**config.mk**
```make
export PLATFORM = sky130hd
export DESIGN_NAME = cis_sequencer
export DESIGN_NICKNAME = d
export VERILOG_FILES = /design/src/rtl/cis_pkg.sv /design/src/rtl/cis_sequencer.sv
export SDC_FILE = /design/constraint.sdc
export NUM_CORES = 1
export LEC_CHECK = 0
export ABC_CLOCK_PERIOD_IN_PS = 3900
export BUFFER_PORTS_ARGS = -buffer_cell sky130_fd_sc_hd__buf_2
export CORE_MARGIN = 10
export CORE_UTILIZATION = 41
export DETAILED_ROUTE_END_ITERATION = 16
export HOLD_SLACK_MARGIN = 0.03
export SKIP_CTS_REPAIR_TIMING = 1
export SLEW_MARGIN = 25
export SYNTH_ARGS = -nofsm -noshare
export SYNTH_HDL_FRONTEND = slang
export SYNTH_SLANG_ARGS = --single-unit
export TNS_END_PERCENT = 10
```
**constraint.sdc**
```tcl
create_clock -name clk_i -period 3.9 [get_ports clk_i]
set_clock_uncertainty 0.2 [all_clocks]
set_input_delay 0.585 -clock clk_i [delete_from_list [all_inputs] [get_ports clk_i]]
set_output_delay 0.585 -clock clk_i [all_outputs]
set_load 0.1 [all_outputs]
```
**src/rtl/cis_pkg.sv**
```systemverilog
// Package for the CPU interrupt sequencer: register map, field layout,
// interrupt source numbering, sequencer states and timing constants.
// Assumes a single 50 MHz clock and a plain register port.
package cis_pkg;

	localparam int CLK_MHZ = 50;
	localparam int NSRC = 8;

	// Source indices in fixed hardware ranking, highest first; the trap, last here, outranks all.
	localparam int SRC_RESET = 0;
	localparam int SRC_NMI = 1;
	localparam int SRC_DBG = 2;
	localparam int SRC_WDT = 3;
	localparam int SRC_PER = 4;
	localparam int SRC_STEP = 5;
	localparam int SRC_AMATCH = 6;
	localparam int SRC_TRAP = 7;

	// Register map (word index on the 4-bit address).
	localparam logic [3:0] REG_CTRL = 4'h0;
	localparam logic [3:0] REG_FLAGS = 4'h1;
	localparam logic [3:0] REG_USP = 4'h2;
	localparam logic [3:0] REG_ISP = 4'h3;
	localparam logic [3:0] REG_PLVL = 4'h4;
	localparam logic [3:0] REG_PEND = 4'h5;
	localparam logic [3:0] REG_STAT = 4'h6;
	localparam logic [3:0] REG_ACK = 4'h7;
	localparam logic [3:0] REG_PC = 4'h8;
	localparam logic [3:0] REG_TRAP = 4'h9;
	localparam logic [3:0] REG_RETURN = 4'hA;
	localparam logic [3:0] REG_VEC = 4'hB;

	// Flag register field positions and the flag and stack pointer reset values.
	localparam int FLG_STEP = 2;
	localparam int FLG_STACK = 7;
	localparam int FLG_IEN = 6;
	localparam int FLG_PPL_LO = 12;
	localparam logic [15:0] FLG_RESET = 16'h0000;
	localparam logic [15:0] SP_RESET = 16'h0000;

	// Control register fields.
	localparam int CTRL_BUS8 = 0;
	localparam int CTRL_STRING = 1;
	localparam int CTRL_BOUNDARY = 2;

	localparam logic [2:0] LVL_MAX = 3'h7;
	localparam logic [2:0] LVL_RESET = 3'h0;
	localparam logic [5:0] TRAP_KEEP_LO = 6'h20;
	localparam logic [15:0] SP_STEP = 16'h0004;

	// Entry sequence lengths and the longest instruction wait, in cycles.
	localparam logic [4:0] SEQ_EVEN = 5'h12;
	localparam logic [4:0] SEQ_MAX = 5'h14;
	localparam logic [4:0] SEQ_DBG_ADD = 5'h02;
	localparam logic [4:0] SEQ_ONE_ADD = 5'h01;
	localparam logic [4:0] DIVIDE_WAIT_MAX = 5'h1E;

	typedef enum logic [2:0] {
		ST_RUN = 3'b000,
		ST_ACKRD = 3'b001,
		ST_SAVE = 3'b010,
		ST_PUSHF = 3'b011,
		ST_PUSHPC = 3'b100,
		ST_LOAD = 3'b101
	} cis_state_e;

	// Register port request bundle.
	typedef struct packed {
		logic [3:0] addr;
		logic [31:0] wdata;
		logic wr;
		logic rd;
	} cis_req_s;

	// Stack write bundle toward the memory bus.
	typedef struct packed {
		logic valid;
		logic [15:0] addr;
		logic [15:0] data;
		logic [1:0] be;
	} cis_mem_s;

	typedef struct packed {
		cis_state_e state;
		logic [15:0] flags;
		logic [15:0] temp;
		logic [15:0] user_stack_pointer;
		logic [15:0] interrupt_stack_pointer;
		logic [19:0] pc;
		logic [19:0] vec;
		logic [2:0] ctrl;
		logic [23:0] plvl;
		logic [NSRC-1:0] pend;
		logic [2:0] acc_src;
		logic [2:0] acc_lvl;
		logic [5:0] trap_no;
		logic [4:0] cnt;
		logic [4:0] seq_len;
		logic [1:0] wseq;
		logic first_done;
		logic [31:0] rdata;
		cis_mem_s mem;
		logic start;
		logic [7:0] acked;
	} cis_state_s;

endpackage

`default_nettype wire

```
**src/rtl/cis_sequencer.sv**
```systemverilog
// CPU interrupt sequencer: arbitration, entry sequence, stack save, return.
// Assumes the core pulses instruction boundaries and, at start_o, takes start_pc_o as the
// new fetch address; stack writes go out as a one-cycle bus strobe.
// Operation
// - Arbitrate at instruction end, enter next cycle.
// - String instructions are suspended for entry.
// - First step reads address zero for info.
// - Save flags, clear enable, step, stack select; the code keeps stack select for trap numbers 6'h20 and up.
// - Push flags, push PC, load priority level.
// - Fixed sources set level seven, zero, unchanged.
// - After entry fetch from routine start.
// - Entry lasts 18, 19 or 20 cycles.
// - Debug break adds two, step/match add one.
// - Longest instruction wait is 30 cycles.
// - Only flags and PC saved, packed words.
// - Odd stack pointer uses byte writes; minus four.
// - Return restores flags and PC.
// - Highest priority wins; ties by fixed rank.
// - Rank: reset, nmi, debug, watchdog, peripheral, step, match.
// - Traps bypass arbitration, always branch.
// - Entry clears enable and accepted request flag.
// - Refused requests stay pending; strictly higher wins.
// - Program read of zero clears top request.
// - Reset zeroes stack pointers; first instruction blocked.
// - Maskable needs enable, request, level above.
// - Requests set by hardware, cleared never set.
// - Three-bit level, zero disables, seven highest.
`timescale 1ns/100ps
`default_nettype none

module cis_sequencer (
	input wire logic clk_i,
	input wire logic rst_i,
	input wire cis_pkg::cis_req_s req_i,
	input wire logic [cis_pkg::NSRC-1:0] irq_i,
	input wire logic insn_done_i,
	input wire logic [19:0] pc_i,
	input wire logic [19:0] vector_i,
	output logic [31:0] rdata_o,
	output cis_pkg::cis_mem_s mem_o,
	output logic entry_busy_o,
	output logic start_o,
	output logic [19:0] start_pc_o
);

	cis_pkg::cis_state_s s_r;
	cis_pkg::cis_state_s s_nxt;
	logic [19:0] start_pc_r;
	logic busy_r;

	// Arbitration results, combinational.
	logic [cis_pkg::NSRC-1:0] elig;
	logic [2:0] win_src;
	logic [2:0] win_lvl;
	logic win_any;
	logic [2:0] top_src;
	logic top_any;
	logic boundary;
	logic [15:0] sp_act;
	logic [2:0] plvl_now;

	assign plvl_now = s_r.flags[cis_pkg::FLG_PPL_LO +: 3];
	assign sp_act = s_r.flags[cis_pkg::FLG_STACK] ? s_r.user_stack_pointer : s_r.interrupt_stack_pointer;

	// Eligibility per source; level 0 disables maskable ones.
	generate
		for (genvar g = 0; g < cis_pkg::NSRC; g++) begin : g_elig
			if (g == cis_pkg::SRC_PER) begin : g_mask
				assign elig[g] = s_r.pend[g] && s_r.flags[cis_pkg::FLG_IEN] &&
					(s_r.plvl[3*g +: 3] > plvl_now);
			end else if (g == cis_pkg::SRC_TRAP) begin : g_trap
				assign elig[g] = s_r.pend[g];
			end else begin : g_fix
				assign elig[g] = s_r.pend[g];
			end
		end
	endgenerate

	// The string enable lets entry cut into long instructions; the boundary bit is not used.
	// A long divide only delays insn_done_i, so its wait needs no counter.
	assign boundary = insn_done_i || s_r.ctrl[cis_pkg::CTRL_STRING];

	// Fixed ranking: lowest index wins; traps always outrank sampling.
	always_comb begin
		win_src = 3'h0;
		win_any = 1'b0;
		if (elig[cis_pkg::SRC_TRAP]) begin
			win_src = 3'(cis_pkg::SRC_TRAP);
			win_any = 1'b1;
		end else begin
			for (int i = cis_pkg::NSRC - 2; i >= 0; i--) begin
				if (elig[i]) begin
					win_src = 3'(i);
					win_any = 1'b1;
				end
			end
		end
	end

	// Highest-ranked pending request other than the trap, regardless of the interrupt enable and level.
	always_comb begin
		top_src = 3'h0;
		top_any = 1'b0;
		for (int i = cis_pkg::NSRC - 2; i >= 0; i--) begin
			if (s_r.pend[i]) begin
				top_src = 3'(i);
				top_any = 1'b1;
			end
		end
	end

	// Level loaded on entry by source type.
	always_comb begin
		case (win_src)
			3'(cis_pkg::SRC_NMI), 3'(cis_pkg::SRC_WDT): win_lvl = cis_pkg::LVL_MAX;
			3'(cis_pkg::SRC_RESET): win_lvl = cis_pkg::LVL_RESET;
			3'(cis_pkg::SRC_PER): win_lvl = s_r.plvl[3*cis_pkg::SRC_PER +: 3];
			default: win_lvl = plvl_now;
		endcase
	end

	// Next state of the whole sequencer.
	always_comb begin
		logic [4:0] len;
		logic odd_sp;
		logic [15:0] sp_new;
		len = cis_pkg::SEQ_EVEN;
		odd_sp = 1'b0;
		sp_new = 16'h0000;
		s_nxt = s_r;
		s_nxt.mem.valid = 1'b0;
		s_nxt.start = 1'b0;
		s_nxt.rdata = 32'h0000_0000;
		s_nxt.pend = s_r.pend | irq_i;
		if (insn_done_i) begin
			s_nxt.first_done = 1'b1;
		end

		// Register port writes; set beats clear on pending bits.
		if (req_i.wr) begin
			case (req_i.addr)
				cis_pkg::REG_CTRL: s_nxt.ctrl = req_i.wdata[2:0];
				cis_pkg::REG_FLAGS: s_nxt.flags = req_i.wdata[15:0];
				cis_pkg::REG_USP: s_nxt.user_stack_pointer = req_i.wdata[15:0];
				cis_pkg::REG_ISP: s_nxt.interrupt_stack_pointer = req_i.wdata[15:0];
				cis_pkg::REG_PLVL: s_nxt.plvl = req_i.wdata[23:0];
				cis_pkg::REG_PEND: begin
					s_nxt.pend = (s_r.pend & req_i.wdata[7:0]) | irq_i;
				end
				cis_pkg::REG_TRAP: begin
					s_nxt.trap_no = req_i.wdata[5:0];
					s_nxt.pend[cis_pkg::SRC_TRAP] = 1'b1;
				end
				cis_pkg::REG_RETURN: begin
					s_nxt.flags = req_i.wdata[15:0];
					s_nxt.start = 1'b1;
				end
				default: ;
			endcase
		end

		// Register port reads; data stand the cycle after the strobe.
		if (req_i.rd) begin
			case (req_i.addr)
				cis_pkg::REG_CTRL: s_nxt.rdata = {29'h0, s_r.ctrl};
				cis_pkg::REG_FLAGS: s_nxt.rdata = {16'h0, s_r.flags};
				cis_pkg::REG_USP: s_nxt.rdata = {16'h0, s_r.user_stack_pointer};
				cis_pkg::REG_ISP: s_nxt.rdata = {16'h0, s_r.interrupt_stack_pointer};
				cis_pkg::REG_PLVL: s_nxt.rdata = {8'h0, s_r.plvl};
				cis_pkg::REG_PEND: s_nxt.rdata = {24'h0, s_r.pend};
				cis_pkg::REG_STAT: s_nxt.rdata = {19'h0, s_r.seq_len,
					5'(s_r.state), s_r.acc_lvl};
				cis_pkg::REG_ACK: begin
					s_nxt.rdata = {24'h0, top_any, s_r.plvl[3*top_src +: 3],
						top_src, 1'b0};
					if (top_any) begin
						s_nxt.pend[top_src] = irq_i[top_src];
					end
				end
				cis_pkg::REG_PC: s_nxt.rdata = {12'h0, s_r.pc};
				default: s_nxt.rdata = 32'h0000_0000;
			endcase
		end

		// Entry sequence; counts keep the documented total length.
		case (s_r.state)
			cis_pkg::ST_RUN: begin
				// A trap is the executing instruction, so it needs no boundary.
				if (win_any && s_r.first_done && (boundary ||
					win_src == 3'(cis_pkg::SRC_TRAP))) begin
					s_nxt.state = cis_pkg::ST_ACKRD;
					s_nxt.acc_src = win_src;
					s_nxt.acc_lvl = win_lvl;
					s_nxt.pc = pc_i;
					s_nxt.vec = vector_i;
					odd_sp = sp_act[0];
					if (s_r.ctrl[cis_pkg::CTRL_BUS8]) begin
						len = cis_pkg::SEQ_MAX;
					end else begin
						len = cis_pkg::SEQ_EVEN + 5'(odd_sp) + 5'(vector_i[0]);
					end
					if (win_src == 3'(cis_pkg::SRC_DBG)) begin
						len = len + cis_pkg::SEQ_DBG_ADD;
					end else if (win_src == 3'(cis_pkg::SRC_STEP) ||
						win_src == 3'(cis_pkg::SRC_AMATCH)) begin
						len = len + cis_pkg::SEQ_ONE_ADD;
					end
					s_nxt.seq_len = len;
					s_nxt.cnt = len;
				end
			end
			cis_pkg::ST_ACKRD: begin
				// Acknowledge read of address zero clears the request.
				s_nxt.pend[s_r.acc_src] = irq_i[s_r.acc_src];
				s_nxt.state = cis_pkg::ST_SAVE;
				s_nxt.cnt = s_r.cnt - 5'h01;
			end
			cis_pkg::ST_SAVE: begin
				s_nxt.temp = s_r.flags;
				s_nxt.flags[cis_pkg::FLG_IEN] = 1'b0;
				s_nxt.flags[cis_pkg::FLG_STEP] = 1'b0;
				if (!(s_r.acc_src == 3'(cis_pkg::SRC_TRAP) &&
					s_r.trap_no >= cis_pkg::TRAP_KEEP_LO)) begin
					s_nxt.flags[cis_pkg::FLG_STACK] = 1'b0;
				end
				s_nxt.wseq = 2'h0;
				s_nxt.state = cis_pkg::ST_PUSHF;
				s_nxt.cnt = s_r.cnt - 5'h01;
			end
			cis_pkg::ST_PUSHF, cis_pkg::ST_PUSHPC: begin
				sp_new = sp_act - 16'h0002;
				s_nxt.mem.valid = 1'b1;
				s_nxt.cnt = s_r.cnt - 5'h01;
				// Flags word pairs PC[19:16] with flag high nibble and low byte.
				s_nxt.mem.data = (s_r.state == cis_pkg::ST_PUSHF) ?
					{s_r.temp[15:12], s_r.pc[19:16], s_r.temp[7:0]} :
					s_r.pc[15:0];
				if (!sp_act[0]) begin
					s_nxt.mem.addr = sp_new;
					s_nxt.mem.be = 2'b11;
					s_nxt.wseq = 2'h2;
				end else begin
					// Odd pointer: high byte then low byte.
					s_nxt.mem.addr = sp_act - 16'(s_r.wseq) - 16'h0001;
					s_nxt.mem.be = s_r.wseq[0] ? 2'b01 : 2'b10;
					s_nxt.wseq = s_r.wseq + 2'h1;
				end
				if (s_nxt.wseq == 2'h2) begin
					s_nxt.wseq = 2'h0;
					if (s_r.flags[cis_pkg::FLG_STACK]) begin
						s_nxt.user_stack_pointer = sp_new;
					end else begin
						s_nxt.interrupt_stack_pointer = sp_new;
					end
					s_nxt.state = (s_r.state == cis_pkg::ST_PUSHF) ?
						cis_pkg::ST_PUSHPC : cis_pkg::ST_LOAD;
				end
			end
			cis_pkg::ST_LOAD: begin
				s_nxt.flags[cis_pkg::FLG_PPL_LO +: 3] = s_r.acc_lvl;
				s_nxt.cnt = s_r.cnt - 5'h01;
				// Pad to the documented length before releasing the core.
				if (s_r.cnt <= 5'h01) begin
					s_nxt.state = cis_pkg::ST_RUN;
					s_nxt.start = 1'b1;
					s_nxt.first_done = 1'b1;
				end
			end
			default: s_nxt.state = cis_pkg::ST_RUN;
		endcase
	end

	// Register the state; reset clears stack pointers and the first-fetch mark.
	always_ff @(posedge clk_i) begin
		if (rst_i) begin
			s_r <= '0;
			s_r.state <= cis_pkg::ST_RUN;
			s_r.flags <= cis_pkg::FLG_RESET;
			s_r.user_stack_pointer <= cis_pkg::SP_RESET;
			s_r.interrupt_stack_pointer <= cis_pkg::SP_RESET;
			s_r.first_done <= 1'b0;
			start_pc_r <= 20'h00000;
			busy_r <= 1'b0;
		end else begin
			s_r <= s_nxt;
			busy_r <= (s_nxt.state != cis_pkg::ST_RUN);
			if (s_nxt.start && s_r.state == cis_pkg::ST_LOAD) begin
				start_pc_r <= s_r.vec;
			end else if (req_i.wr && req_i.addr == cis_pkg::REG_RETURN) begin
				start_pc_r <= req_i.wdata[31:12];
			end
		end
	end

	assign rdata_o = s_r.rdata;
	assign mem_o = s_r.mem;
	assign start_o = s_r.start;
	assign start_pc_o = start_pc_r;
	assign entry_busy_o = busy_r;

endmodule // cis_sequencer

`default_nettype wire

```
Word level (Yosys, flattened, before mapping)
Index checks and enable logic that the tools add are counted.
- add/sub/neg operators: 9
- multiply operators: 1
- $lt $le $gt $ge: 7
- eq/ne operators: 25
- shift-type cells: 1
- multiplexer cells: 88
- bitwise gates (word level): 4
- reduce and logical (&&, ||, !) cells: 34
- operators with widths (cell ; number):
    case mux 24 bit (9 select lines) ; 1
    2-to-1 mux 16 bit ; 7
    2-to-1 mux 32 bit ; 3
    2-to-1 mux 3 bit ; 17
    2-to-1 mux 20 bit ; 2
    2-to-1 mux 8 bit ; 5
    2-to-1 mux 35 bit ; 1
    2-to-1 mux 15 bit ; 2
    2-to-1 mux 1 bit ; 26
    2-to-1 mux 5 bit ; 5
    indexed part select 24 x 6 -> 3 bit ; 1
    == test 3 bit, second input constant ; 7
    bitwise mux 8 bit ; 2
    == test 4 x 3 -> 1 bit, second input constant ; 4
    OR 8 bit ; 2
    subtractor 16 x 1 -> 16 bit, second input constant ; 1
    subtractor 16 x 2 -> 16 bit ; 1
    subtractor 16 x 2 -> 16 bit, second input constant ; 1
    case mux 3 bit (5 select lines) ; 1
    AND reduction 2 bit ; 7
    == test 3 x 2 -> 1 bit, second input constant ; 4
    == test 4 bit, second input constant ; 3
    2-to-1 mux 2 bit ; 6
    2-to-1 mux 10 bit ; 1
    34 further kinds ; 59
- bits in registers: 256
- input bits: 89
- output and inout bits: 89
- word-level logic and storage cells: 197

Depth between registers and ports, before layout
Gate-level depths: netlist of run 1.
- depth after elaboration: 18
- mapped depth: 11
- gate-level depth less buffers: 10

Worst setup path after synthesis of run 1
Ideal clock, no wire load.
- path kind: register to register
- start point: register s_r[231] (netlist name)
- end point: register s_r (netlist bit mem_o[31])
- library setup time: 0.132 ns
- arrival: 2.537 ns
- required time: 3.568 ns
- path slack: 1.030 ns
- cell stages (with the launch flop): 12
- path buffers: 3
- period minus slack after synthesis: 2.870 ns
- cell sequence: dfxtp_1 buf_4 buf_2 buf_2 mux2i_1 ha_1 o2111ai_1 nor4bb_1 o21ai_0 xor2_1 nand2_1 a21oi_1
- word-level cells in the longest chain between the ends: 4
- elaborated cells between the ends (all ways): 5
- classes of those cells: add/sub (3); mux (2)
- RTL lines (element ; line ; source):
    start: declaration ; cis_sequencer.sv:46 ; cis_pkg::cis_state_s s_r;
    start signal: assignment ; cis_sequencer.sv:285 ; s_r <= s_nxt;
    2-to-1 mux 16 bit (*) ; cis_sequencer.sv:63 ; assign sp_act = s_r.flags[cis_pkg::FLG_STACK] ? s_r.user_stack_pointer : s_r.interrupt_stack_pointer;
    subtractor 16 x 2 -> 16 bit ; cis_sequencer.sv:244 ; s_nxt.mem.addr = sp_act - 16'(s_r.wseq) - 16'h0001;
    subtractor 16 x 1 -> 16 bit ; cis_sequencer.sv:244 ;
    2-to-1 mux 16 bit (*) ; cis_sequencer.sv:238 ; if (!sp_act[0]) begin
Every way passes the cells marked *; elsewhere a longest branch is shown, timed or not.
A chain may end at the register's enable or synchronous reset.

Worst setup path in the final report of run 1
Ends and elaborated chain as after synthesis.

==> insert_results.sql, run 1 <==
INSERT INTO impl_metrics (metric_group, metric, value, unit) VALUES
('detailed_routing', 'via_per_inst', '5.80', ''),
('pwr', 'net-switching-power', '1.99', 'mW'),
('logic_synthesis', 'synth-edff-count', '0', ''),
('grt', 'global_route.overflow_total', '0', ''),
('timing', 'final_max_slew_viol_count', '0', ''),
('detailed_routing', 'drt_iter0_drc', '1190', ''),
('floorplan', 'initial_core_util', '41.4', '%'),
('worst_setup_path', 'maximum_cell_stage_delay_along_the_critical_path', '0.62', 'ns'),
('layout', 'antenna_cells_inserted', '0', ''),
('logic_synthesis', 'yosys-top-cells-area', 'sky130_fd_sc_hd__dfxtp_1, sky130_fd_sc_hd__nand2_1, sky130_fd_sc_hd__a21oi_1', ''),
('logic_synthesis', 'postSynthRegisterBits', '239', ''),
('placement', 'number_of_port_buffers', '169', ''),
('layout', 'post_layout_net_count', '1662', ''),
('clocking', 'clock_tree_from_tritoncts', 'yes', ''),
('run_status', 'status', 'completed', ''),
('timing', 'setup_tns', '0', 'ns'),
('pwr', 'p_per_area', '485', 'nW/um2'),
('logic_synthesis', 'yosysSeqAreaShare', '40.4', '%'),
('detailed_routing', 'detail_route.wirelength', '42100', 'um'),
('clocking', 'clock_path_buffers', '3', ''),
('logic_synthesis', 'syn_std_cell_area', '11800', 'um2'),
('logic_synthesis', 'synth.yosys.warnings', '0', ''),
('detailed_routing', 'wl_per_cell', '21.4', 'um'),
('worst_setup_path', 'cell_chain_of_the_critical_path', 'buf_4 -> mux2i_1 -> ha_1 -> o2111ai_1 -> nor4bb_1 -> o21ai_0 -> xor2_1 -> nand2_1 -> a21oi_1', ''),
('logic_synthesis', 'yosysMostFrequentCell', 'sky130_fd_sc_hd__nand2_1', ''),
('timing', 'fmax', '0.308', 'GHz'),
('layout', 'layout-drive-gt1-share', '16.8', '%'),
('detailed_routing', 'drt_pass1_iterations', '6', ''),
('floorplan', 'placementRows', '62', ''),
('timing', 'hold_viol_final', '0', ''),
('grt', 'grt.total_usage', '22.3', '%'),
('logic_synthesis', 'post_synthesis_cell_type_with_the_largest_combined_area', 'sky130_fd_sc_hd__dfxtp_1', ''),
('hold_path', 'timing.hold.worst.class', 'input pin to flip-flop', ''),
('worst_setup_path', 'worstPathBufferInverterCount', '1', ''),
('timing', 'finalSetupViolCount', '0', ''),
('clocking', 'clock_input_transition_at_the_sequential_cells_of_the_worst_setup_and_hold_paths', '0.06', 'ns'),
('pwr', 'power_frac_comb', '18.3', '%'),
('detailed_routing', 'post-route-drc-count', '0', ''),
('worst_setup_path', 'crit_slowest_cell', 'sky130_fd_sc_hd__nor4bb_1', ''),
('clocking', 'depth_of_the_cts_h_tree', '1', ''),
('worst_setup_path', 'cp_data_arrival_time', '3.43', 'ns'),
('pwr', 'p_int', '4.58', 'mW'),
('logic_synthesis', 'top_reg_cell_synth', 'sky130_fd_sc_hd__dfxtp_1', ''),
('clocking', 'worstSkewPairLatency', '0.54', 'ns'),
('worst_setup_path', 'worst-setup-path-type', 'flip-flop to flip-flop', ''),
('layout', 'area_delta_synth_final', '14.3', '%'),
('pwr', 'power.share.sequential', '40.7', '%'),
('floorplan', 'boundaryPins', '178', ''),
('logic_synthesis', 'yosysUniqueCellTypes', '69', ''),
('placement', 'detailed_place_hpwl', '30400', 'um'),
('worst_setup_path', 'critPathTopFamily', 'simple AND/OR/NAND/NOR gates', ''),
('grt', 'via_count_of_the_first_global_routing_pass', '11000', ''),
('timing', 'maxSlewHeadroom', '30.1', '%'),
('timing', 'finalCriticalPeriod', '3.24', 'ns'),
('placement', 'gp_congestion', '0.948', ''),
('worst_setup_path', 'worst-endpoint-required', '4.08', 'ns'),
('timing', 'hold-worst-slack', '0.0830', 'ns'),
('clocking', 'buffer_cell_driving_the_clock_tree_root', 'sky130_fd_sc_hd__clkbuf_16', ''),
('grt', 'initial_antenna_violation_count', '0', ''),
('pwr', 'worst_ir_drop_vdd', '0.280', 'mV'),
('logic_synthesis', 'syn-instance-count', '1505', ''),
('timing', 'worst_slew_pin_slew', '1.05', 'ns'),
('detailed_routing', 'route.antenna.remaining_nets', '0', ''),
('pwr', 'p_sw_share', '30.3', '%'),
('timing', 'grt_setup_unrepaired', 'false', ''),
('pwr', 'power.static_leakage', '4.97', 'nW'),
('floorplan', 'placeableCoreArea', '28600', 'um2'),
('worst_setup_path', 'critical_path.startpoint_type', 'flip-flop', ''),
('detailed_routing', 'dr_total_vias', '11400', ''),
('clocking', 'cts_inserted_buffers', '28', ''),
('grt', 'pin_count_of_the_biggest_net_entering_global_routing', '81', '');
## path summary, 6_finish.rpt
path                     from        end  slack [ns]  cells past startpoint
setup / recovery     s_r[231]  mem_o[31]        0.66                      9
hold reg to reg     mem_o[26]  mem_o[26]        0.25                      2
hold / removal    vector_i[7]   s_r[143]        0.08                      3
setup reg to reg     s_r[231]  mem_o[31]        0.66                      9
## tightest hold or removal path: cells and delay by family
kind                   cells  cell delay (ns)
buffers and inverters      1             0.10
AOI/OAI and AO/OA          1             0.05
and+or+nand+nor            1             0.04
## sequential cells by signal (all words and copies together) (netlist names)
signal	flops
plvl_now	3
entry_busy_o	1
elig	7
s_r	148
start_o	1
start_pc_o	20
rdata_o	24
mem_o	35
## power by group through the flow
stage	clock network [mW]	registers (mW)	logic (mW)
final	2.69	2.68	1.20
after global placement	0	2.72	1.18
after floorplan	0	2.71	0.880
after detailed placement	0	2.73	1.19
after CTS	2.74	2.67	1.19
after global routing	2.85	2.69	1.31
## routing by layer
metal	track usage (%)	vias to the layer above	share of wire [%]	wire length, um
met3	3.66	68	7.6	3190
met1	30.0	5434	43	18200
met2	35.9	458	46	19500
met5	0	-	0	0
li1	-	5429	-	-
met4	6.93	0	3.0	1260
## cell type report
cell class / instances / area, um2
clock buffers: 43 / 848
multi-input cells: 1069 / 6100
flip-flops and latches: 239 / 4790
repair buffers: 205 / 1150
well taps: 384 / 480
clock inverters: 4 / 95.1
inverters: 20 / 75.1
fillers: 2880 / 15100
## cell usage in the layout (no fill, tap or decap), types with 9 or more instances in the layout
cell type,count
sky130_fd_sc_hd__dfxtp_1,238
sky130_fd_sc_hd__mux2i_1,38
sky130_fd_sc_hd__a22oi_1,22
sky130_fd_sc_hd__inv_1,20
sky130_fd_sc_hd__nor3_1,21
sky130_fd_sc_hd__and3_1,16
sky130_fd_sc_hd__a31oi_1,19
sky130_fd_sc_hd__a222oi_1,20
sky130_fd_sc_hd__nand2_1,262
sky130_fd_sc_hd__nand2b_1,12
sky130_fd_sc_hd__a211oi_1,30
sky130_fd_sc_hd__clkbuf_16,29
sky130_fd_sc_hd__and2_1,10
sky130_fd_sc_hd__o22ai_1,13
sky130_fd_sc_hd__xor2_1,13
sky130_fd_sc_hd__buf_2,169
sky130_fd_sc_hd__nor2_1,149
sky130_fd_sc_hd__or3_1,17
sky130_fd_sc_hd__buf_4,33
sky130_fd_sc_hd__xnor2_1,10
sky130_fd_sc_hd__nand3_1,83
sky130_fd_sc_hd__o21ai_0,32
sky130_fd_sc_hd__a311oi_1,64
sky130_fd_sc_hd__ha_1,9
sky130_fd_sc_hd__a21oi_1,126
## metrics by stage
step | instance area (um2) | total power, mW | instances | setup WS, ns | utilization (%)
after floorplan | 11900 | 3.59 | 1512 | 1.03 | -
after global placement | 12600 | 3.91 | 1915 | 0.813 | 43.9
after detailed placement | 12600 | 3.91 | 1916 | 0.712 | 43.9
after CTS | 13500 | 6.60 | 1963 | 0.696 | 47.2
after global routing | 13500 | 6.84 | 1964 | 0.415 | 47.3
final | 13500 | 6.57 | 1964 | 0.657 | 47.3
## cells by family (layout without fill, tap and decap cells)
kind of cell | after synthesis | count (layout) | share of synthesized area (%)
AND/OR/NAND/NOR | 616 | 616 | 23.1
AO/OA/AOI/OAI | 371 | 371 | 21.4
flip-flops | 239 | 239 | 40.4
buffers and inverters | 204 | 272 | 8.79
multiplexers | 41 | 41 | 3.50
XOR/XNOR | 23 | 23 | 1.70
adder cells (fa/ha/maj) | 10 | 10 | 1.12
other | 1 | 8 | 0.0317
Power figures use the tool's default switching activity.
==> run 2, diff against run 1 <==
ABC_CLOCK_PERIOD_IN_PS = 2800   (was 3900)
clock period = 2.8 ns   (was 3.9 ns; I/O delays follow)
==> insert_results.sql, run 2 (synthesized netlist as in run 1, its figures left out) <==
INSERT INTO impl_metrics (metric_group, metric, value, unit) VALUES
('run_status', 'status', 'completed', ''),
('grt', 'via_count_of_the_first_global_routing_pass', '11000', ''),
('layout', 'number_of_filler_instances_in_the_final_layout', '2783', ''),
('placement', 'number_of_port_buffers', '169', ''),
('detailed_routing', 'route.antenna.remaining_nets', '0', ''),
('grt', 'global_route.overflow_total', '0', ''),
('timing', 'fmax', '0.374', 'GHz'),
('clocking', 'clock_path_buffers', '3', ''),
('timing', 'fin_crit_sh', '95.5', '%'),
('worst_setup_path', 'reg2regPathDepth', '8', ''),
('layout', 'registers.top_by_ff_count', 's_r', ''),
('detailed_routing', 'detail_route.wirelength', '43400', 'um'),
('timing', 'worst_slew_pin_slew', '1.00', 'ns'),
('floorplan', 'initial_core_util', '41.4', '%'),
('floorplan', 'boundaryPins', '178', ''),
('grt', 'initial_antenna_violation_count', '1', ''),
('layout', 'finalNonFillerCells', '2072', ''),
('detailed_routing', 'drt_pass1_iterations', '7', ''),
('floorplan', 'placeableCoreArea', '28600', 'um2'),
('clocking', 'clock_tree_from_tritoncts', 'yes', ''),
('detailed_routing', 'drt_iter0_drc', '1202', ''),
('timing', 'maxSlewHeadroom', '33.1', '%'),
('floorplan', 'floorplan.die.height', '190', 'um'),
('clocking', 'worstSkewPairLatency', '0.54', 'ns'),
('hold_path', 'timing.hold.worst.class', 'input pin to flip-flop', ''),
('clocking', 'clock_input_transition_at_the_sequential_cells_of_the_worst_setup_and_hold_paths', '0.07', 'ns'),
('worst_setup_path', 'worstSetupEndpointType', 'flip-flop', ''),
('floorplan', 'placementRows', '62', ''),
('layout', 'largest_reg_flops', '148', ''),
('flow_run', 'drv.max_cap_violation_count', '0', ''),
('clocking', 'cts_inserted_buffers', '26', ''),
('hold_path', 'holdPathEnd', 's_r[111]', ''),
('grt', 'grt_pass1_wl', '64400', 'um'),
('detailed_routing', 'wl_per_cell', '20.9', 'um'),
('grt', 'gr_util_met1', '28.7', '%'),
('worst_setup_path', 'reg2reg_from', 's_r[231]', ''),
('layout', 'mostFrequentLayoutCell', 'sky130_fd_sc_hd__nand2_1', ''),
('layout', 'final_cell_mix', 'sky130_fd_sc_hd__nand2_1, sky130_fd_sc_hd__dfxtp_1, sky130_fd_sc_hd__buf_2', ''),
('worst_setup_path', 'worst-setup-path-type', 'flip-flop to flip-flop', ''),
('worst_setup_path', 'critical_path.max_fanout', '6', ''),
('clocking', 'depth_of_the_cts_h_tree', '1', ''),
('detailed_routing', 'post-route-drc-count', '0', ''),
('timing', 'finalSetupViolCount', '0', ''),
('pwr', 'worst_ir_drop_vdd', '0.429', 'mV'),
('worst_setup_path', 'worstReg2RegEnd', 's_r[206]', ''),
('worst_setup_path', 'critical_path.startpoint_type', 'flip-flop', ''),
('timing', 'worst_slack', '0.125', 'ns'),
('timing', 'finalCriticalPeriod', '2.67', 'ns'),
('hold_path', 'hold_path.startpoint', 'req_i[4]', ''),
('timing', 'final_max_slew_viol_count', '0', ''),
('placement', 'place_ws', '-0.0587', 'ns'),
('layout', 'post_layout_net_count', '1767', ''),
('floorplan', 'dieWidth', '190', 'um'),
('clocking', 'buffer_cell_driving_the_clock_tree_root', 'sky130_fd_sc_hd__clkbuf_16', ''),
('detailed_routing', 'via_per_inst', '5.73', ''),
('grt', 'grt.total_usage', '22.3', '%'),
('floorplan', 'dieArea', '36100', 'um2'),
('worst_setup_path', 'cp_data_arrival_time', '2.90', 'ns'),
('placement', 'gp_congestion', '0.940', ''),
('placement', 'detailed_place_hpwl', '31100', 'um'),
('worst_setup_path', 'worst-endpoint-required', '3.03', 'ns'),
('grt', 'gr-usage-met2', '35.5', '%'),
('pwr', 'power.static_leakage', '5.46', 'nW'),
('worst_setup_path', 'r2r_setup_slack', '0.13', 'ns'),
('grt', 'pin_count_of_the_biggest_net_entering_global_routing', '110', ''),
('clocking', 'tritoncts_num_sinks', '239', ''),
('pwr', 'p_per_area', '635', 'nW/um2'),
('detailed_routing', 'dr_total_vias', '11900', ''),
('placement', 'place.detailed.instances', '1954', ''),
('timing', 'hold_viol_final', '0', ''),
('grt', 'global_route.peak_usage_layer', 'met2', ''),
('layout', 'layout-drive-gt1-share', '19.0', '%'),
('hold_path', 'min_delay_path_depth', '3', ''),
('layout', 'area_delta_synth_final', '23.4', '%'),
('grt', 'grt.met3_usage', '4.69', '%');
## run 2: final cells by class
cell class | count | area [um2] | area share, %
Multi-Input combinational cell | 1069 | 6140 | 42.0
Sequential cell | 239 | 4790 | 32.8
Timing Repair Buffer | 312 | 2200 | 15.0
Clock buffer | 32 | 734 | 5.02
Tap cell | 384 | 480 | 3.29
Clock inverter | 15 | 193 | 1.32
Inverter | 20 | 75.1 | 0.514
Antenna cell | 1 | 2.50 | 0.0171
## run 2: worst max path at each step
stage / from / end / slack [ns] / depth (start not counted)
finish: s_r[231] / s_r[206] / 0.13 / 8
detailed placement: s_r[231] / s_r[85] / -0.06 / 10
global route: s_r[231] / s_r[85] / -0.009 / 10
floorplan: s_r[231] / mem_o[31] / 0.007 / 11
CTS: plvl_now[2] / s_r[96] / -0.07 / 8
global placement: plvl_now[2] / s_r[97] / -0.03 / 8
## run 2: metrics by stage
stage               power (mW)  hold slack (ns)  instance area (um2)  TNS (ns)  utilization, %
floorplan                 5.00            0.230                11900         0               -
detailed placement        5.53            0.242                12900    -0.172            45.2
finish                    9.28           0.0310                14600         0            51.1
CTS                       9.22           -0.100                13900    -0.257            48.4
global route              9.64           0.0298                14600  -0.00931            51.1
global placement          5.52            0.235                12900   -0.0787            45.2
## run 2: critical path, stage by stage, from the launching register on
cell and delay [ns]:
sky130_fd_sc_hd__dfxtp_4 0.42, sky130_fd_sc_hd__mux2i_1 0.37, sky130_fd_sc_hd__buf_4 0.22, sky130_fd_sc_hd__o21ai_0 0.16, sky130_fd_sc_hd__or3_1 0.46, sky130_fd_sc_hd__nor2_1 0.15
sky130_fd_sc_hd__xnor2_1 0.21, sky130_fd_sc_hd__nor2_1 0.09, sky130_fd_sc_hd__a311oi_1 0.29
## run 2: metal layers
layer	vias up	wire length, um	share of wire (%)
met5	-	0	0
met3	85	3530	8.1
li1	5643	-	-
met1	5629	17900	41
met4	0	1690	3.9
met2	523	20300	47
## run 2: power breakdown
part           internal (mW)  total, mW  switching [mW]
Clock                   2.23       3.70            1.47
Sequential              3.55       3.72           0.172
Combinational          0.629       1.86            1.23
==> run 3, diff against run 2 <==
ABC_CLOCK_PERIOD_IN_PS = 3250   (was 2800)
clock period = 3.25 ns   (was 2.8 ns; I/O delays follow)
==> insert_results.sql, run 3 (synthesized netlist as in run 1, its figures left out) <==
INSERT INTO impl_metrics (metric_group, metric, value, unit) VALUES
('pwr', 'p_per_area', '573', 'nW/um2'),
('placement', 'place.detailed.instances', '1925', ''),
('pwr', 'worst_ir_drop_vdd', '0.335', 'mV'),
('grt', 'grt_pass1_wl', '64300', 'um'),
('worst_setup_path', 'worst_path_most_repeated_cell', 'sky130_fd_sc_hd__buf_4', ''),
('layout', 'layout.cell_area.non_filler', '14000', 'um2'),
('worst_setup_path', 'worst-setup-path-type', 'flip-flop to flip-flop', ''),
('layout', 'final_cell_mix', 'sky130_fd_sc_hd__nand2_1, sky130_fd_sc_hd__dfxtp_1, sky130_fd_sc_hd__buf_2', ''),
('floorplan', 'boundaryPins', '178', ''),
('timing', 'worst_slew_pin_slew', '0.768', 'ns'),
('layout', 'area_delta_synth_final', '18.5', '%'),
('clocking', 'depth_of_the_cts_h_tree', '1', ''),
('pwr', 'p_sw_share', '30.7', '%'),
('layout', 'mostFrequentLayoutCell', 'sky130_fd_sc_hd__nand2_1', ''),
('pwr', 'power_frac_comb', '18.5', '%'),
('pwr', 'power.static_leakage', '5.18', 'nW'),
('layout', 'finalNonFillerCells', '2014', ''),
('timing', 'hold_viol_final', '0', ''),
('timing', 'finalCriticalPeriod', '2.94', 'ns'),
('detailed_routing', 'detail_route.wirelength', '42400', 'um'),
('worst_setup_path', 'crit_slowest_cell', 'sky130_fd_sc_hd__dfxtp_1', ''),
('worst_setup_path', 'critical_path.max_fanout', '29', ''),
('detailed_routing', 'dr_total_vias', '11700', ''),
('clocking', 'clock_tree_from_tritoncts', 'yes', ''),
('detailed_routing', 'route.antenna.remaining_nets', '0', ''),
('grt', 'via_count_of_the_first_global_routing_pass', '10900', ''),
('timing', 'grt_setup_unrepaired', 'false', ''),
('worst_setup_path', 'maximum_cell_stage_delay_along_the_critical_path', '0.50', 'ns'),
('detailed_routing', 'wl_per_cell', '21.0', 'um'),
('timing', 'maxSlewHeadroom', '48.8', '%'),
('pwr', 'power.share.sequential', '40.1', '%'),
('pwr', 'net-switching-power', '2.47', 'mW'),
('floorplan', 'placeableCoreArea', '28600', 'um2'),
('grt', 'pin_count_of_the_biggest_net_entering_global_routing', '103', ''),
('worst_setup_path', 'critical_path.startpoint_type', 'flip-flop', ''),
('clocking', 'clock_input_transition_at_the_sequential_cells_of_the_worst_setup_and_hold_paths', '0.06', 'ns'),
('hold_path', 'timing.hold.worst.class', 'input pin to flip-flop', ''),
('timing', 'final_max_slew_viol_count', '0', ''),
('clocking', 'tritoncts_num_sinks', '239', ''),
('grt', 'global_route.overflow_total', '0', ''),
('grt', 'initial_antenna_violation_count', '1', ''),
('placement', 'gp_congestion', '0.962', ''),
('placement', 'place_ws', '0.317', 'ns'),
('placement', 'place_area', '12700', 'um2'),
('floorplan', 'initial_core_util', '41.4', '%'),
('placement', 'detailed_place_hpwl', '30200', 'um'),
('clocking', 'worstSkewPairLatency', '0.54', 'ns'),
('grt', 'grt.total_usage', '22.2', '%'),
('detailed_routing', 'via_per_inst', '5.79', ''),
('clocking', 'cts_inserted_buffers', '27', ''),
('timing', 'finalSetupViolCount', '0', ''),
('layout', 'post_layout_net_count', '1708', ''),
('detailed_routing', 'drt_pass1_iterations', '8', ''),
('floorplan', 'dieWidth', '190', 'um'),
('timing', 'fmax', '0.340', 'GHz'),
('clocking', 'buffer_cell_driving_the_clock_tree_root', 'sky130_fd_sc_hd__clkbuf_16', ''),
('timing', 'setup_tns', '0', 'ns'),
('worst_setup_path', 'cell_chain_of_the_critical_path', 'buf_4 -> or3b_2 -> a222oi_1 -> buf_4 -> o211a_1 -> nor2_1 -> or3_1 -> nand3_1 -> a21oi_1', ''),
('worst_setup_path', 'worstSetupEndpointType', 'flip-flop', ''),
('pwr', 'p_int', '5.57', 'mW'),
('detailed_routing', 'post-route-drc-count', '0', ''),
('floorplan', 'placementRows', '62', ''),
('worst_setup_path', 'cp_data_arrival_time', '3.13', 'ns'),
('worst_setup_path', 'worst-endpoint-required', '3.44', 'ns'),
('flow_run', 'drv.max_cap_violation_count', '0', ''),
('pwr', 'power_frac_clock', '41.3', '%'),
('floorplan', 'floorplan.die.height', '190', 'um'),
('layout', 'layout-drive-gt1-share', '17.2', '%'),
('clocking', 'clock_path_buffers', '3', ''),
('floorplan', 'dieArea', '36100', 'um2'),
('layout', 'largest_reg_flops', '148', ''),
('run_status', 'status', 'completed', ''),
('layout', 'registers.top_by_ff_count', 's_r', ''),
('timing', 'fin_crit_sh', '90.6', '%'),
('layout', 'fin_util', '49.0', '%'),
('detailed_routing', 'drt_iter0_drc', '1306', ''),
('placement', 'number_of_port_buffers', '169', ''),
('timing', 'worst_slack', '0.306', 'ns');
run 3: worst max-delay path: cells and delay by family, from the launching register on:
| family | cells | cell delay [ns] |
|---|---|---|
| AOI/OAI and AO/OA | 3 | 0.55 |
| and+or+nand+nor | 4 | 0.94 |
| buffers and inverters | 2 | 0.60 |
| DFF | 1 | 0.50 |
run 3: area by class of cell:
class                      instances  area [um2]
fill                            2796       14600
clock buffer                      35         756
inverter                          20        75.1
multi-input combinational       1069        6110
antenna                            1        2.50
timing repair buffer             252        1610
clock inverter                    14         210
tap                              384         480
sequential                       239        4790
run 3: metal layers:
metal	up-vias	GRT usage [%]	part of all wire (%)
li1	5532	-	-
met1	5533	29.7	43
met3	87	3.79	7.7
met5	-	0	0.035
met4	2	9.00	3.8
met2	516	34.6	46
run 3: worst paths after layout:
kind / slack, ns / from / end / cells after the start
max: 0.31 / s_r[231] / mem_o[32] / 9
min reg2reg: 0.25 / mem_o[24] / mem_o[24] / 2
min: 0.006 / pc_i[0] / s_r[156] / 3
max reg2reg: 0.31 / s_r[231] / mem_o[32] / 9
run 3: metrics by stage:
| step | hold slack, ns | total power, mW |
|---|---|---|
| floorplan | 0.230 | 4.31 |
| detailed placement | 0.243 | 4.71 |
| CTS | -0.0282 | 8.02 |
| finish | 0.00644 | 8.04 |
| global placement | 0.236 | 4.70 |
| global route | 0.0300 | 8.34 |
run 3: power by group through the flow:
| stage | sequential [mW] | combinational, mW | clock [mW] |
|---|---|---|---|
| final | 3.23 | 1.49 | 3.32 |
| after detailed placement | 3.29 | 1.43 | 0 |
| after global placement | 3.28 | 1.42 | 0 |
| after floorplan | 3.25 | 1.06 | 0 |
| after global routing | 3.24 | 1.62 | 3.48 |
| after CTS | 3.22 | 1.44 | 3.36 |
